## src/ilmd_pkg.sv

```systemverilog
// constants for the interrupt line map and debug freeze block
// assumes one 50 MHz system clock and an active-low asynchronous reset
package ilmd_pkg;

    // ----------------------------------------------------------------
    // core interrupt controller request lines
    // ----------------------------------------------------------------
    localparam int LINES = 80;
    localparam int LN_FLASH = 0;
    localparam int LN_DMA = 1;
    localparam int NUM_DMA = 16;
    localparam int LN_CRC = 17;
    localparam int LN_USB = 18;
    localparam int LN_EVENT = 19;
    localparam int NUM_EVENT = 2;
    localparam int LN_AES = 21;
    localparam int LN_PWR = 22;
    localparam int LN_SYSCTRL = 23;
    localparam int LN_FREQ = 24;
    localparam int LN_GPIO = 25;
    localparam int NUM_GPIO = 12;
    localparam int LN_BACKUP_PWR = 37;
    localparam int LN_BACKUP_SYSCTRL = 38;
    localparam int LN_ATIMER = 39;
    localparam int NUM_ATIMER = 5;
    localparam int LN_WATCHDOG = 44;
    localparam int LN_EXT = 45;
    localparam int NUM_EXT = 8;
    localparam int LN_AUDIO_SERIAL = 53;
    localparam int LN_SPI = 54;
    localparam int LN_TIMER = 55;
    localparam int NUM_TIMER = 6;
    localparam int LN_TWO_WIRE_LO = 61;
    localparam int NUM_TWO_WIRE_LO = 4;
    localparam int LN_SERIAL = 65;
    localparam int NUM_SERIAL = 4;
    localparam int LN_ADC = 69;
    localparam int LN_DAC = 70;
    localparam int LN_COMPARATOR = 71;
    localparam int LN_BITSTREAM_DAC = 72;
    localparam int LN_RANDOM_GEN = 73;
    localparam int LN_CAPTURE = 74;
    localparam int LN_TOUCH = 75;
    localparam int LN_UNUSED = 76;
    localparam int LN_TWO_WIRE_HI = 77;
    localparam int NUM_TWO_WIRE_HI = 2;
    localparam int LN_LCD = 79;

    // ----------------------------------------------------------------
    // debug freeze control register
    // ----------------------------------------------------------------
    localparam int DATA_W = 32;
    localparam int ADDR_W = 32;
    localparam logic [31:0] FRZ_ADDR = 32'he0042000;
    localparam logic [31:0] FRZ_RESET = 32'h00000000;
    localparam int FRZ_W = 3;
    localparam int FRZ_WATCHDOG = 0;
    localparam int FRZ_ATIMER = 1;
    localparam int FRZ_EVENT = 2;

endpackage

```

## src/ilmd_top.sv

```systemverilog
// peripheral interrupt routing to the core interrupt controller, plus
// the debug freeze control register on the private peripheral port
// assumes peripheral requests are levels on CLOCK and the halt flag
// comes from the debug domain

// What this block does
// - every peripheral request drives one fixed core line, 0 to 79
// - four serial transceiver requests go to lines 65 to 68 in order
// - random generator request goes to line 73
// - touch module request goes to line 75
// - audio serial request goes to line 53
// - backup system control request goes to line 38
// - 32-bit freeze register at 0xe0042000, reset to zero
// - bit 0 with core halted holds the watchdog counter
// - bit 1 with core halted holds async timer prescaler and counter
// - bit 2 with core halted freezes the event controller
// - freeze register is reached only on the private peripheral port
module ilmd_top (
    // clock and reset
    input wire logic CLOCK,
    input wire logic RST_B,
    // peripheral requests
    input wire logic FLASH_IRQ,
    input wire logic [ilmd_pkg::NUM_DMA-1:0] DMA_IRQ,
    input wire logic CRC_IRQ,
    input wire logic USB_IRQ,
    input wire logic [ilmd_pkg::NUM_EVENT-1:0] EVENT_IRQ,
    input wire logic AES_IRQ,
    input wire logic PWR_IRQ,
    input wire logic SYSCTRL_IRQ,
    input wire logic FREQ_IRQ,
    input wire logic [ilmd_pkg::NUM_GPIO-1:0] GPIO_IRQ,
    input wire logic BACKUP_PWR_IRQ,
    input wire logic BACKUP_SYSCTRL_IRQ,
    input wire logic [ilmd_pkg::NUM_ATIMER-1:0] ATIMER_IRQ,
    input wire logic WATCHDOG_IRQ,
    input wire logic [ilmd_pkg::NUM_EXT-1:0] EXT_IRQ,
    input wire logic AUDIO_SERIAL_IRQ,
    input wire logic SPI_IRQ,
    input wire logic [ilmd_pkg::NUM_TIMER-1:0] TIMER_IRQ,
    input wire logic [ilmd_pkg::NUM_TWO_WIRE_LO-1:0] TWO_WIRE_LO_IRQ,
    input wire logic [ilmd_pkg::NUM_SERIAL-1:0] SERIAL_IRQ,
    input wire logic ADC_IRQ,
    input wire logic DAC_IRQ,
    input wire logic COMPARATOR_IRQ,
    input wire logic BITSTREAM_DAC_IRQ,
    input wire logic RANDOM_GEN_IRQ,
    input wire logic CAPTURE_IRQ,
    input wire logic TOUCH_MODULE_IRQ,
    input wire logic [ilmd_pkg::NUM_TWO_WIRE_HI-1:0] TWO_WIRE_HI_IRQ,
    input wire logic LCD_IRQ,
    // core interrupt controller lines
    output logic [ilmd_pkg::LINES-1:0] CORE_IRQ,
    // debug halt from the core
    input wire logic CORE_HALTED,
    // private peripheral register port
    input wire logic PPB_SEL,
    input wire logic PPB_WRITE,
    input wire logic [ilmd_pkg::ADDR_W-1:0] PPB_ADDR,
    input wire logic [ilmd_pkg::DATA_W-1:0] PPB_WDATA,
    output logic [ilmd_pkg::DATA_W-1:0] PPB_RDATA,
    output logic PPB_ACK,
    // freeze controls to the peripherals
    output logic WATCHDOG_FREEZE,
    output logic ASYNC_TIMER_FREEZE,
    output logic EVENT_CONTROLLER_FREEZE
);

    import ilmd_pkg::*;

    // ----------------------------------------------------------------
    // declarations
    // ----------------------------------------------------------------
    logic [LINES-1:0] irq_d;
    logic [LINES-1:0] irq_q;
    logic [FRZ_W-1:0] frz_d;
    logic [FRZ_W-1:0] frz_q;
    logic [DATA_W-1:0] rdata_d;
    logic [DATA_W-1:0] rdata_q;
    logic ack_q;
    logic halted;
    logic [FRZ_W-1:0] hold_d;
    logic [FRZ_W-1:0] hold_q;
    logic hit;
    logic wr_hit;
    logic rd_hit;
    logic live_q;

    // ----------------------------------------------------------------
    // request line map
    // ----------------------------------------------------------------

    // each source owns one fixed line; the map never changes
    assign irq_d[LN_FLASH] = FLASH_IRQ;
    assign irq_d[LN_DMA +: NUM_DMA] = DMA_IRQ;
    assign irq_d[LN_CRC] = CRC_IRQ;
    assign irq_d[LN_USB] = USB_IRQ;
    assign irq_d[LN_EVENT +: NUM_EVENT] = EVENT_IRQ;
    assign irq_d[LN_AES] = AES_IRQ;
    assign irq_d[LN_PWR] = PWR_IRQ;
    assign irq_d[LN_SYSCTRL] = SYSCTRL_IRQ;
    assign irq_d[LN_FREQ] = FREQ_IRQ;
    assign irq_d[LN_GPIO +: NUM_GPIO] = GPIO_IRQ;
    assign irq_d[LN_BACKUP_PWR] = BACKUP_PWR_IRQ;
    assign irq_d[LN_BACKUP_SYSCTRL] = BACKUP_SYSCTRL_IRQ;
    assign irq_d[LN_ATIMER +: NUM_ATIMER] = ATIMER_IRQ;
    assign irq_d[LN_WATCHDOG] = WATCHDOG_IRQ;
    assign irq_d[LN_EXT +: NUM_EXT] = EXT_IRQ;
    assign irq_d[LN_AUDIO_SERIAL] = AUDIO_SERIAL_IRQ;
    assign irq_d[LN_SPI] = SPI_IRQ;
    assign irq_d[LN_TIMER +: NUM_TIMER] = TIMER_IRQ;
    assign irq_d[LN_TWO_WIRE_LO +: NUM_TWO_WIRE_LO] = TWO_WIRE_LO_IRQ;
    assign irq_d[LN_SERIAL +: NUM_SERIAL] = SERIAL_IRQ;
    assign irq_d[LN_ADC] = ADC_IRQ;
    assign irq_d[LN_DAC] = DAC_IRQ;
    assign irq_d[LN_COMPARATOR] = COMPARATOR_IRQ;
    assign irq_d[LN_BITSTREAM_DAC] = BITSTREAM_DAC_IRQ;
    assign irq_d[LN_RANDOM_GEN] = RANDOM_GEN_IRQ;
    assign irq_d[LN_CAPTURE] = CAPTURE_IRQ;
    assign irq_d[LN_TOUCH] = TOUCH_MODULE_IRQ;
    assign irq_d[LN_UNUSED] = 1'b0;
    assign irq_d[LN_TWO_WIRE_HI +: NUM_TWO_WIRE_HI] = TWO_WIRE_HI_IRQ;
    assign irq_d[LN_LCD] = LCD_IRQ;

    // one register stage so every line leaves from a flip-flop
    always_ff @(posedge CLOCK or negedge RST_B) begin
        if (!RST_B) begin
            irq_q <= '0;
        end else begin
            irq_q <= irq_d;
        end
    end

    // ----------------------------------------------------------------
    // freeze control register
    // ----------------------------------------------------------------

    // decode: only the private peripheral port reaches the register
    assign hit = PPB_SEL && (PPB_ADDR == FRZ_ADDR);
    assign wr_hit = hit && PPB_WRITE;
    assign rd_hit = hit && !PPB_WRITE;
    // upper bits are dropped on write and read back as zero
    assign frz_d = wr_hit ? PPB_WDATA[FRZ_W-1:0] : frz_q;
    assign rdata_d = rd_hit ? {{(DATA_W-FRZ_W){1'b0}}, frz_q} : '0;

    // storage, read data and acknowledge
    always_ff @(posedge CLOCK or negedge RST_B) begin
        if (!RST_B) begin
            frz_q <= FRZ_RESET[FRZ_W-1:0];
            rdata_q <= '0;
            ack_q <= 1'b0;
        end else begin
            frz_q <= frz_d;
            rdata_q <= rdata_d;
            ack_q <= PPB_SEL;
        end
    end

    // ----------------------------------------------------------------
    // debug halt and freeze outputs
    // ----------------------------------------------------------------

    // the halt flag comes from the debug domain
    ilmd_sync3 i_ilmd_sync3 (
        .CLOCK(CLOCK),
        .RST_B(RST_B),
        .async_in(CORE_HALTED),
        .sync_out(halted)
    );

    // a peripheral is held only while its bit is set and the core halts
    assign hold_d = halted ? frz_q : '0;

    always_ff @(posedge CLOCK or negedge RST_B) begin
        if (!RST_B) begin
            hold_q <= '0;
            live_q <= 1'b0;
        end else begin
            hold_q <= hold_d;
            live_q <= 1'b1;
        end
    end

    assign CORE_IRQ = irq_q;
    assign PPB_RDATA = rdata_q;
    assign PPB_ACK = ack_q;
    assign WATCHDOG_FREEZE = hold_q[FRZ_WATCHDOG];
    assign ASYNC_TIMER_FREEZE = hold_q[FRZ_ATIMER];
    assign EVENT_CONTROLLER_FREEZE = hold_q[FRZ_EVENT];

    // ----------------------------------------------------------------
    // checks
    // ----------------------------------------------------------------

    property p_dma_lines;
        @(posedge CLOCK) disable iff (!RST_B)
        live_q |-> CORE_IRQ[16:1] == $past(DMA_IRQ);
    endproperty
    a_dma_lines: assert property (p_dma_lines)
        else $error("dma requests not on lines 1 to 16");

    property p_serial_lines;
        @(posedge CLOCK) disable iff (!RST_B)
        live_q |-> CORE_IRQ[68:65] == $past(SERIAL_IRQ);
    endproperty
    a_serial_lines: assert property (p_serial_lines)
        else $error("serial requests not on lines 65 to 68");

    property p_random_line;
        @(posedge CLOCK) disable iff (!RST_B)
        $rose(RANDOM_GEN_IRQ) |=> CORE_IRQ[73];
    endproperty
    a_random_line: assert property (p_random_line)
        else $error("random generator request missing on line 73");

    property p_touch_line;
        @(posedge CLOCK) disable iff (!RST_B)
        live_q |-> CORE_IRQ[75] == $past(TOUCH_MODULE_IRQ);
    endproperty
    a_touch_line: assert property (p_touch_line)
        else $error("touch request not on line 75");

    property p_audio_line;
        @(posedge CLOCK) disable iff (!RST_B)
        $fell(AUDIO_SERIAL_IRQ) |=> !CORE_IRQ[53];
    endproperty
    a_audio_line: assert property (p_audio_line)
        else $error("audio request did not drop on line 53");

    property p_backup_line;
        @(posedge CLOCK) disable iff (!RST_B)
        live_q |-> CORE_IRQ[38] == $past(BACKUP_SYSCTRL_IRQ);
    endproperty
    a_backup_line: assert property (p_backup_line)
        else $error("backup control request not on line 38");

    property p_write_read;
        @(posedge CLOCK) disable iff (!RST_B)
        (PPB_SEL && PPB_WRITE && PPB_ADDR == FRZ_ADDR)
        |=> frz_q == $past(PPB_WDATA[FRZ_W-1:0]);
    endproperty
    a_write_read: assert property (p_write_read)
        else $error("freeze register did not return written value");

    property p_watchdog_hold;
        @(posedge CLOCK) disable iff (!RST_B)
        live_q |-> WATCHDOG_FREEZE == $past(frz_q[0] && halted);
    endproperty
    a_watchdog_hold: assert property (p_watchdog_hold)
        else $error("watchdog freeze wrong");

    property p_atimer_hold;
        @(posedge CLOCK) disable iff (!RST_B)
        !halted ##1 1'b1 |-> !ASYNC_TIMER_FREEZE;
    endproperty
    a_atimer_hold: assert property (p_atimer_hold)
        else $error("async timer frozen while core runs");

    property p_event_hold;
        @(posedge CLOCK) disable iff (!RST_B)
        (frz_q[2] && halted) |=> EVENT_CONTROLLER_FREEZE;
    endproperty
    a_event_hold: assert property (p_event_hold)
        else $error("event controller not frozen");

    property p_reserved_zero;
        @(posedge CLOCK) disable iff (!RST_B)
        PPB_RDATA[31:3] == 29'h0 && !CORE_IRQ[76];
    endproperty
    a_reserved_zero: assert property (p_reserved_zero)
        else $error("reserved bits or spare line not zero");

    property p_ack_pulse;
        @(posedge CLOCK) disable iff (!RST_B)
        live_q |-> PPB_ACK == $past(PPB_SEL);
    endproperty
    a_ack_pulse: assert property (p_ack_pulse)
        else $error("acknowledge does not follow select by one cycle");

    property p_other_addr;
        @(posedge CLOCK) disable iff (!RST_B)
        (PPB_SEL && PPB_ADDR != FRZ_ADDR)
        |=> PPB_RDATA == 32'h0 && $stable(frz_q);
    endproperty
    a_other_addr: assert property (p_other_addr)
        else $error("access to another address reached the register");

    property p_flash_line;
        @(posedge CLOCK) disable iff (!RST_B)
        live_q |-> CORE_IRQ[0] == $past(FLASH_IRQ);
    endproperty
    a_flash_line: assert property (p_flash_line)
        else $error("flash request not on line 0");

    property p_ext_lines;
        @(posedge CLOCK) disable iff (!RST_B)
        live_q |-> CORE_IRQ[52:45] == $past(EXT_IRQ);
    endproperty
    a_ext_lines: assert property (p_ext_lines)
        else $error("external requests not on lines 45 to 52");

    property p_lcd_line;
        @(posedge CLOCK) disable iff (!RST_B)
        live_q |-> CORE_IRQ[79] == $past(LCD_IRQ);
    endproperty
    a_lcd_line: assert property (p_lcd_line)
        else $error("display request not on line 79");

endmodule

```

## src/ilmd_sync3.sv

```systemverilog
// three-stage synchroniser for a level arriving from another domain
// assumes the level is slow compared with the system clock
module ilmd_sync3 (
    // clock and reset
    input wire logic CLOCK,
    input wire logic RST_B,
    // level in and clean level out
    input wire logic async_in,
    output logic sync_out
);

    logic s1_q;
    logic s2_q;
    logic s3_q;
    logic out_q;

    // ----------------------------------------------------------------
    // capture chain; the output follows once stages two and three agree
    // ----------------------------------------------------------------
    always_ff @(posedge CLOCK or negedge RST_B) begin
        if (!RST_B) begin
            s1_q <= 1'b0;
            s2_q <= 1'b0;
            s3_q <= 1'b0;
            out_q <= 1'b0;
        end else begin
            s1_q <= async_in;
            s2_q <= s1_q;
            s3_q <= s2_q;
            if (s2_q == s3_q) begin
                out_q <= s3_q;
            end
        end
    end

    assign sync_out = out_q;

endmodule

```

## config.mk

```make
export PLATFORM = sky130hd
export DESIGN_NAME = ilmd_top
export DESIGN_NICKNAME = d
export VERILOG_FILES = /design/src/ilmd_pkg.sv /design/src/ilmd_top.sv /design/src/ilmd_sync3.sv
export SDC_FILE = /design/constraint.sdc
export NUM_CORES = 1
export LEC_CHECK = 0
export ABC_AREA = 1
export BUFFER_PORTS_ARGS = -buffer_cell sky130_fd_sc_hd__buf_2
export CAP_MARGIN = 10
export CORE_AREA = 2 2 103 105
export DETAILED_ROUTE_END_ITERATION = 8
export DIE_AREA = 0 0 105 107
export PLACE_DENSITY = 0.73
export SYNTH_ARGS = -nofsm -noshare
export SYNTH_HDL_FRONTEND = slang
export SYNTH_HIERARCHICAL = 1
export SYNTH_SLANG_ARGS = --single-unit
```

## constraint.sdc

```tcl
create_clock -name CLOCK -period 0.8 [get_ports CLOCK]
set_input_delay 0.04 -clock CLOCK [delete_from_list [all_inputs] [get_ports CLOCK]]
set_output_delay 0.04 -clock CLOCK [all_outputs]
set_load 0.01 [all_outputs]
```

# After elaboration in Yosys (flattened, before gate mapping)
# Index checks and enable logic that the tools add are counted.
# totals
regBits	93
latch_bits	0
ram_bits	0
rom_bits	0
in_bits	148
output_inout_bits	116
elab_cells	17
mem_count	0
# classes
add_sub_neg	0
n_mul	0
n_div	0
n_lt_le_gt_ge	0
eq_ne	2
n_shift	0
n_mux	2
bitwise	0
n_reduce_logical	4
# op_table
operator	count
equality test 32 bit (second input constant)	1
2-to-1 mux 3 bit	2
logical AND 1 bit	3
equality test 1 bit	1
logical NOT 1 bit	1

# Logic depth before layout (Yosys ltp)
# Gate-level depths: netlist (run 1).
# logic_depth
ltp_word	4
ltp_mapped	9
depth_no_buf	9

# By module
# Netlist (run 1), hierarchy kept.
# by_module_without_submodules
mod	instances	cells_per_inst	area_each_um2	seq_area_each_um2
ilmd_top	1	173	2691.3	2227.1
ilmd_sync3	1	8	116.4	100.1

# Least setup slack after synthesis (run 1)
# No wires, ideal clock.
# synth_timing
path_type	input to register
from	in PPB_ADDR[17] in the netlist's numbering
to	reg frz_q[0]
setup_time_ns	0.117
arrival_time_ns	0.655
required_ns	0.683
path_slack_ns	0.028
stages	8
n_path_buf	0
cell_sequence	nor2_1 -> nand2_1 -> nor2_1 -> nand2_1 -> nor2_4 -> nand3_2 -> nand2_1 -> nand2_1
# synth_between
elab_chain_cells	3
# synth_rtl
item	line_no	rtl
start, declared	ilmd_top.sv:59	input wire logic [ilmd_pkg::ADDR_W-1:0] PPB_ADDR,
equality test 32 bit	ilmd_top.sv:139	assign hit = PPB_SEL && (PPB_ADDR == FRZ_ADDR);
logical AND 1 bit	ilmd_top.sv:139	
logical AND 1 bit	ilmd_top.sv:140	assign wr_hit = hit && PPB_WRITE;
end signal, assigned	ilmd_top.sv:149	frz_q <= FRZ_RESET[FRZ_W-1:0];
end signal, assigned	ilmd_top.sv:153	frz_q <= frz_d;
end, declared	ilmd_top.sv:77	logic [FRZ_W-1:0] frz_q;
# Every way passes these cells.
# A chain may end at the register's enable or synchronous reset.

# Worst setup path in the final report (run 1)
# layout_timing
from	reg irq_q[10], in the netlist CORE_IRQ[10]
to	out CORE_IRQ[10] in the netlist's numbering
# layout_lines
item	line_no	rtl
start, declared	ilmd_top.sv:75	logic [LINES-1:0] irq_q;
start signal, assigned	ilmd_top.sv:130	irq_q <= irq_d;
end, declared	ilmd_top.sv:53	output logic [ilmd_pkg::LINES-1:0] CORE_IRQ,
# No word-level cell between the ends.

==> reports/metrics.yaml, run 1 <==
status: "finished, violations left"
violations: "setup timing"
crit_path_start_kind: "flop"
post_synth_num_cell_types: 13
finalHoldViolations: 0
powerDensity_nw_per_um2: 1850
start_util: 0.278
maxCapViolCount: 0
drt-initial-drc-count: 92
period_share: 1.18
setup_viol: 86
clock_skew_ns: 0.00321
grt_pass1_wl_mm: 12.0
clk_pin_slew_ns: 0.10
p_leak_nw: 2.67
maxUsedRoutingLayer: "met4"
num-nets-final: 632
drt_first_pass_iters: 4
drc_errors: 0
rsz0062_at_grt: "yes"
cts_tree: "built"
critical-path-max-stage-delay_ns: 0.40
pre_cts_ws_ns: -0.260
finalWorstPathRequiredPeriod_ns: 0.945
num-fill-cells: 870
yosysSeqAreaShare: 0.829
postLayoutCellArea_sq_um: 5150
cp_top_family: "flip-flops"
fin_tns_setup_ns: -9.52
cts.sinks: 93
postRouteAntennaNets: 0
final_cell_mix: "buf_2 (178), dfrtp_1 (93), dlygate4sd3_1 (86)"
end_kind: "primary output"
wl_met1_mm: 2.82
vias: 2391
wl_met3_microns: 779
clk_latency_ns: 0.36
die_w_microns: 105
netlist_instances: 181
root_buffer: "clkbuf_8"
drive_above_1_share: 0.464
die_area_sq_um: 11200
slowest_stage: "dfrtp_1"
timing.final.ws_setup_ns: -0.145
die_h_microns: 107
port_buffers: 204
hpwl_mm: 5.31
critPathArrivalTime_ns: 0.90
synthesis.area_sq_um: 2810
grt_pass1_vias: 2367
wl_per_cell_microns: 13.4
areaGrowthSynthToFinish_pct: 83.6
grt-ovfl-total: 0
cts_max_level: 3
place_area_sq_um: 3920
path_class: "reg2out"
ios: 264
worst_hold_slack_ns: 0.0943
cts_buffers: 9
post-cts-setup-buffer-count: 0
antenna_found_initial: 0
drt-total-wl_mm: 8.38
finalCoreUtilization: 0.511
drv_slew: 0
grt_max_degree: 71
avgSynthCellArea_sq_um: 15.5
worst_hold_path_type: "in2reg"
global_route.usage.total: 0.144
place.gp.congestion: 0.678
cts_max_path_buffers: 2
stdcell_count: 625
ys_seq_elements: 93
vdd_ir_drop_max_v: 0.000941
worstPathMaxFanout: 1
dp_cells: 523
vias_per_cell: 3.83
wl_met2_mm: 4.64
fmax_ghz: 1.06
rows: 37
required_ns: 0.76
ys_warn_count: 6
num_antenna_cells: 0
path_cells: "buf_2"
critPathBufInv: 1
core_area_sq_um: 10100
power_mw: 9.51
layout_commonest_cell: "buf_2"
-- cell families after synthesis --
kind of cell | count (synthesis) | share of synthesized area
flip-flops | 93 | 0.829
AND/OR/NAND/NOR | 46 | 0.0744
buffers and inverters | 40 | 0.0936
AO/OA/AOI/OAI | 1 | 0.00178
other | 1 | 0.00134
-- report_power, final --
group	switching, mW	total (mW)	internal [mW]
combinational	0.525	1.23	0.702
sequential	0.0809	4.99	4.91
clock	1.77	3.29	1.52
total	2.38	9.51	7.14
-- cell usage after synthesis --
library cell / number / area (sq um)
nor2_2: 1 / 6.26
nand3_2: 1 / 10.0
nand4_1: 4 / 25.0
dfrtp_1: 93 / 2330
conb_1: 1 / 3.75
nor2_1: 21 / 78.8
buf_4: 30 / 225
nand3_1: 2 / 10.0
a21oi_1: 1 / 5.00
nor2_4: 1 / 11.3
nand3b_2: 1 / 11.3
nand2_1: 15 / 56.3
inv_1: 10 / 37.5
-- cell type report --
cell class / instances / area (sq um) / share of cell area
Clock inverter: 7 / 92.6 / 0.0180
Multi-Input combinational cell: 77 / 327 / 0.0634
Sequential cell: 93 / 2330 / 0.452
Timing Repair Buffer: 293 / 2080 / 0.403
Inverter: 10 / 37.5 / 0.00728
Clock buffer: 9 / 124 / 0.0240
Tap cell: 136 / 170 / 0.0330
-- sequential cells by signal (all words and copies together) (netlist names) --
name                   cells
PPB_ACK                    1
i_ilmd_sync3/sync_out      1
i_ilmd_sync3/s3_q          1
i_ilmd_sync3/s1_q          1
frz_q                      3
hold_q                     3
PPB_RDATA                  3
CORE_IRQ                  79
i_ilmd_sync3/s2_q          1
-- timing repair --
| action | CTS | global route |
|---|---|---|
| cloned | 0 | 0 |
| resized for setup | 17 | 15 |
| hold endpoints to repair | 179 | 0 |
| hold buffers | 86 | 0 |
| setup endpoints to repair | 86 | 86 |
-- path summary, 6_finish.rpt --
kind / startpoint / end / slack, ns / depth (start not counted)
max in group asynchronous: RST_B / CORE_IRQ[22]$_DFF_PN0_ / 0.29 / 3
min in group asynchronous: RST_B / CORE_IRQ[31]$_DFF_PN0_ / 0.20 / 3
hold / removal: PPB_ADDR[31] / frz_q[1]$_DFFE_PN0P_ / 0.09 / 5
setup / recovery: CORE_IRQ[10]$_DFF_PN0_ / CORE_IRQ[10] / -0.14 / 1
setup reg to reg: i_ilmd_sync3/sync_out$_DFFE_PN0N_ / i_ilmd_sync3/sync_out$_DFFE_PN0N_ / 0.13 / 2
hold reg to reg: i_ilmd_sync3/s1_q$_DFF_PN0_ / i_ilmd_sync3/s2_q$_DFF_PN0_ / 0.36 / 0
-- routing by layer --
metal	up-vias	track usage
met5	-	0
met4	0	0.0543
met3	13	0.0474
met2	157	0.268
met1	1125	0.152
li1	1096	-
No activity file was read; power rests on OpenSTA's default activity.
==> run 2, diff against run 1 <==
--- a/config.mk
+++ b/config.mk
@@ -12,6 +12,7 @@
 export DETAILED_ROUTE_END_ITERATION = 8
 export DIE_AREA = 0 0 105 107
 export PLACE_DENSITY = 0.73
+export RECOVER_POWER = 100
 export SYNTH_ARGS = -nofsm -noshare
 export SYNTH_HDL_FRONTEND = slang
 export SYNTH_HIERARCHICAL = 1
==> run 2 against run 1 <==
The run still ends with setup timing left. Clock power hardly changed. Count of clock-buffer cells in the layout stayed put. Utilization is 0.26 points lower. Worst hold slack worse by 0.013 ns. Clock skew hardly changed. Die area stayed put. Cell area is 0.51% lower. Via count hardly changed. Setup slack hardly changed. Combinational power hardly changed. Critical path depth stayed put. Routed wire length hardly changed. Critical endpoint is now CORE_IRQ[28]. Largest power group unchanged.
==> reports/metrics.yaml, run 2 (synthesis gave the netlist of run 1 again) <==
grt_pass1_vias: 2367
multi_input_area_sq_um: 322
reg2reg_slack_ns: 0.13
min_path_cells: 6
path_cells: "buf_2"
fmax_ghz: 1.06
die_h_microns: 107
period_share: 1.18
layout_commonest_cell: "buf_2"
antenna_found_initial: 0
setup_viol: 86
crit_path_start_kind: "flop"
num-nets-final: 632
violations: "setup timing"
critPathArrivalTime_ns: 0.90
cts_tree: "built"
clock_skew_ns: 0.00315
status: "finished, violations left"
die_area_sq_um: 11200
rows: 37
vdd_ir_drop_max_v: 0.000943
start_util: 0.278
areaGrowthSynthToFinish_pct: 82.6
cts.sinks: 93
maxCapViolCount: 0
required_ns: 0.76
grt-ovfl-total: 0
wl_per_cell_microns: 13.4
finalHoldViolations: 0
root_buffer: "clkbuf_8"
drt_first_pass_iters: 4
drc_errors: 0
die_w_microns: 105
fin_tns_setup_ns: -9.60
timing.final.ws_setup_ns: -0.145
critical-path-max-stage-delay_ns: 0.40
ios: 264
grt_max_degree: 71
num_antenna_cells: 0
grt_pass1_wl_mm: 12.0
min_from: "PPB_ADDR[1]"
vias: 2389
powerDensity_nw_per_um2: 1850
slew-limit-headroom: 0.635
path_class: "reg2out"
worstMarginPinSlew_ns: 0.548
postRouteAntennaNets: 0
num-fill-cells: 881
finalWorstPathRequiredPeriod_ns: 0.945
end_kind: "primary output"
drv_slew: 0
reg2reg_to: "i_ilmd_sync3/sync_out$_DFFE_PN0N_"
p_leak_nw: 2.64
critPathBufInv: 1
clk_pin_slew_ns: 0.10
cts_buffers: 9
reg2reg_from: "i_ilmd_sync3/sync_out$_DFFE_PN0N_"
place.gp.congestion: 0.678
rsz0062_at_grt: "yes"
seqCellArea_sq_um: 2330
drive_above_1_share: 0.448
worst_hold_path_type: "in2reg"
reg2reg_depth: 2
hpwl_mm: 5.31
worstHoldEndpoint: "frz_q[1]$_DFFE_PN0P_"
global_route.usage.total: 0.144
final_cell_mix: "buf_2 (170), dfrtp_1 (93), dlygate4sd3_1 (86)"
drt-initial-drc-count: 92
port_buffers: 204
cts_max_path_buffers: 2
power_mw: 9.50
clk_latency_ns: 0.36
largest_register_ffs: 79
cp_top_family: "flip-flops"
cts_max_level: 3
post-cts-setup-buffer-count: 0
worstPathMaxFanout: 1
vias_per_cell: 3.82
slowest_stage: "dfrtp_1"
core_area_sq_um: 10100
drt-total-wl_mm: 8.38
finalCoreUtilization: 0.508
==> run 2: worst max-delay path by stage <==
stage	start	to	slack, ns	cells after the start
after floorplan	PPB_ADDR[17]	frz_q[0]$_DFFE_PN0P_	0.03	8
after global placement	PPB_ADDR[15]	frz_q[0]$_DFFE_PN0P_	-0.20	9
after detailed placement	PPB_ADDR[15]	frz_q[0]$_DFFE_PN0P_	-0.26	9
after CTS	CORE_IRQ[28]$_DFF_PN0_	CORE_IRQ[28]	-0.17	1
after global routing	CORE_IRQ[28]$_DFF_PN0_	CORE_IRQ[28]	-0.19	1
final	CORE_IRQ[28]$_DFF_PN0_	CORE_IRQ[28]	-0.14	1
==> run 2: repair_timing <==
item | 4_1_cts | 5_1_grt
hold buffers | 86 | 0
hold endpoints to repair | 179 | 0
gates resized for setup | 17 | 15
endpoints found under the setup margin | 86 | 86
==> run 2: power breakdown <==
| group | internal (mW) | switching (mW) |
|---|---|---|
| registers | 4.91 | 0.0811 |
| clock network | 1.52 | 1.77 |
| logic | 0.688 | 0.523 |
| total | 7.12 | 2.38 |
==> run 2: area by class of cell <==
type,count,area share
clock buffers,9,0.0242
repair buffers,293,0.401
well taps,136,0.0332
inverters,10,0.00732
multi-input cells,77,0.0627
clock inverters,7,0.0181
flip-flops and latches,93,0.454
==> run 2: layer usage <==
| metal | share of wire | vias up | global-route usage |
|---|---|---|---|
| li1 | - | 1097 | - |
| met1 | 0.34 | 1126 | 0.152 |
| met2 | 0.55 | 153 | 0.268 |
| met3 | 0.091 | 13 | 0.0474 |
| met4 | 0.017 | 0 | 0.0543 |
| met5 | 0 | - | 0 |
==> run 2: worst min-delay path, delay by kind of cell <==
kind | cells | cell delay (ns)
AND/OR/NAND/NOR | 5 | 0.30
buffers and inverters | 1 | 0.07
==> run 2: metrics by stage <==
step                      worst slack (ns)  hold slack, ns  area [sq um]  cells
after floorplan                     0.0275          -0.256          2920    210
after global placement              -0.197          0.0427          3920    523
after detailed placement            -0.260          0.0577          3920    523
after CTS                           -0.167          0.0783          5060    625
after global routing                -0.195           0.116          5130    625
final                               -0.145          0.0818          5130    625
==> run 3, diff against run 2 <==
--- a/config.mk
+++ b/config.mk
@@ -5,14 +5,12 @@
 export SDC_FILE = /design/constraint.sdc
 export NUM_CORES = 1
 export LEC_CHECK = 0
-export ABC_AREA = 1
 export BUFFER_PORTS_ARGS = -buffer_cell sky130_fd_sc_hd__buf_2
 export CAP_MARGIN = 10
 export CORE_AREA = 2 2 103 105
 export DETAILED_ROUTE_END_ITERATION = 8
 export DIE_AREA = 0 0 105 107
 export PLACE_DENSITY = 0.73
-export RECOVER_POWER = 100
 export SYNTH_ARGS = -nofsm -noshare
 export SYNTH_HDL_FRONTEND = slang
 export SYNTH_HIERARCHICAL = 1
==> constraint.sdc (replaced) <==
create_clock -name CLOCK -period 0.8 [get_ports CLOCK]
set_input_delay 0.04 -clock CLOCK [delete_from_list [all_inputs] [get_ports CLOCK]]
set_output_delay 0.04 -clock CLOCK [all_outputs]
set_load 0.005 [all_outputs]
==> run 3 against run 2 <==
The flow still finishes with violations (setup timing). Utilization grew 0.20 points. Clock power shrank 16%. Maximum frequency shrank 10%. Setup slack lost 0.11 ns. First-iteration DRC count shrank 17%. Critical path type is now in2reg. Highest routed layer unchanged.
==> reports/metrics.yaml, run 3 <==
required_ns: 1.04
grt_pass1_wl_mm: 12.5
wl_per_cell_microns: 14.2
drive_above_1_share: 0.524
finalHoldViolations: 0
hpwl_mm: 5.62
finalWorstPathRequiredPeriod_ns: 1.05
clock_skew_ns: 0.00187
antenna_found_initial: 0
synth_adder_area_share: 0.00402
cts.sinks: 93
place.gp.congestion: 0.664
synth_top_area_frac: 0.831
worst_hold_path_type: "in2async"
synthArstFlopShare: 1.00
synth_top_cell_by_area: "dfrtp_1"
reg2reg_depth: 1
vias_per_cell: 3.83
postRouteAntennaNets: 0
port_buffers: 204
p_sw_frac: 0.233
drt_first_pass_iters: 3
cpMostUsedCell: "nor4_4"
drt-total-wl_mm: 8.51
fmax_ghz: 0.951
synthMuxAreaShare: 0.0161
synth-edff-count: 0
clk_latency_ns: 0.35
reg2reg_slack_ns: -0.03
num_antenna_cells: 0
maxCapViolCount: 0
postLayoutCellArea_sq_um: 5150
crit_start: "PPB_ADDR[2]"
vias: 2289
end_kind: "flop"
num-fill-cells: 846
critPathArrivalTime_ns: 1.29
worstPathMaxFanout: 3
period_share: 1.31
cts_buffers: 9
clk_pin_slew_ns: 0.09
path_class: "in2reg"
cts_max_path_buffers: 2
finalCoreUtilization: 0.510
critical-path-max-stage-delay_ns: 0.38
synth-simple-area-share: 0.0661
status: "finished, violations left"
areaGrowthSynthToFinish_pct: 83.7
intPower_mw: 6.82
die_w_microns: 105
place_area_sq_um: 4000
vdd_ir_drop_max_v: 0.000788
root_buffer: "clkbuf_8"
synth.most_common_cell: "dfrtp_1"
start_util: 0.278
num-nets-final: 605
ys_seq_elements: 93
cts_tree: "built"
netlist_instances: 151
p_leak_nw: 2.63
ys_warn_count: 6
die_h_microns: 107
synthesis.area_sq_um: 2800
slowest_stage: "nor4_4"
ios: 264
seqPwrFrac: 0.559
timing.final.ws_setup_ns: -0.251
crit_path_start_kind: "primary input"
violations: "setup timing"
synth_top_flop_cell: "dfrtp_1"
grt-ovfl-total: 0
setup_viol: 93
post-cts-setup-buffer-count: 0
ys_top_cells_by_count: "dfrtp_1 (93), buf_4 (30), and2_1 (6)"
layout_commonest_cell: "buf_2"
worst_hold_slack_ns: 0.0787
global_route.usage.total: 0.149
path_cells: "buf_6 -> nor4_4 -> nand4_1 -> nor4_4 -> mux2_4"
avgSynthCellArea_sq_um: 18.6
synth_top_family_by_area: "buffers and inverters"
rsz0062_at_grt: "yes"
grt_pass1_vias: 2417
synthTopCellsByArea: "dfrtp_1 (83%), buf_4 (8.0%), mux2_4 (1.6%), nor4b_2 (1.6%), and2_1 (1.3%)"
power_frac_comb: 0.128
die_area_sq_um: 11200
reg2reg_from: "i_ilmd_sync3/sync_out$_DFFE_PN0N_"
yosysSeqAreaShare: 0.831
drt-initial-drc-count: 76
synth_compound_area_frac: 0
reg2reg_to: "i_ilmd_sync3/sync_out$_DFFE_PN0N_"
final_cell_mix: "buf_2 (193), dfrtp_1 (93), dlygate4sd3_1 (85)"
p_sw_mw: 2.08
grt_max_degree: 45
rows: 37
drc_errors: 0
largest_register_ffs: 79
powerDensity_nw_per_um2: 1730
cts_max_level: 3
core_area_sq_um: 10100
dp_cells: 497
synth_xor_area_frac: 0
pwr-share-clk: 0.313
post_synth_num_cell_types: 15
drv_slew: 0
stdcell_count: 598
run 3: kinds of logic (layout without fill, tap and decap cells):
kind of cell | Yosys count | count (layout)
adder cells (fa/ha/maj) | 1 | 1
buffers and inverters | 31 | 313
flip-flops | 93 | 93
multiplexers | 3 | 3
other | 1 | 30
AND/OR/NAND/NOR | 22 | 22
run 3: worst max-delay path by stage:
| stage | end | slack, ns | cells past startpoint |
|---|---|---|---|
| 2_1_floorplan | frz_q[0]$_DFFE_PN0P_ | -0.45 | 4 |
| 3_3_place_gp | PPB_RDATA[1]$_DFF_PN0_ | -0.73 | 7 |
| 3_5_place_dp | PPB_RDATA[2]$_DFF_PN0_ | -0.78 | 7 |
| 4_1_cts | frz_q[1]$_DFFE_PN0P_ | -0.24 | 5 |
| 5_1_grt | frz_q[1]$_DFFE_PN0P_ | -0.31 | 5 |
| 6_report | frz_q[1]$_DFFE_PN0P_ | -0.25 | 5 |
run 3: what timing repair did:
item / 4_1_cts / 5_1_grt
resized for setup: 10 / 11
hold buffers: 85 / 0
endpoints found under the setup margin: 93 / 96
hold endpoints to repair: 177 / 0
pin swaps: 9 / 4
run 3: metrics by stage:
| stage | setup WS, ns | setup TNS (ns) | total power [mW] |
|---|---|---|---|
| global route | -0.307 | -13.26 | 9.35 |
| CTS | -0.235 | -10.46 | 8.95 |
| global placement | -0.726 | -4.06 | 5.80 |
| floorplan | -0.445 | -1.97 | 5.27 |
| detailed placement | -0.779 | -4.44 | 5.83 |
| finish | -0.251 | -8.58 | 8.90 |
run 3: layout make-up:
cell class                      count  area, sq um  area share
Clock buffer                       11          141      0.0275
Clock inverter                      5         36.3     0.00705
Inverter                            1         3.75    0.000729
Multi-Input combinational cell     56          450      0.0875
Sequential cell                    93         2330       0.452
Tap cell                          136          170      0.0331
Timing Repair Buffer              296         2020       0.392
run 3: power by group through the flow:
stage	registers (mW)	clock network, mW	logic, mW
after floorplan	5.10	0	0.172
after global placement	5.06	0	0.740
after detailed placement	5.07	0	0.763
after CTS	4.97	2.87	1.11
after global routing	5.00	3.11	1.24
final	4.98	2.78	1.14
run 3: routing by layer:
metal | GRT usage | up-vias | wire length, microns
li1 | - | 1036 | -
met1 | 0.142 | 1093 | 2710
met2 | 0.290 | 150 | 4870
met3 | 0.0578 | 10 | 814
met4 | 0.0495 | 0 | 123
met5 | 0 | - | 0
run 3: worst max-delay path, delay by kind of cell:
kind	cells	cell delay [ns]
buffers and inverters	1	0.10
muxes	1	0.33
and+or+nand+nor	3	0.82
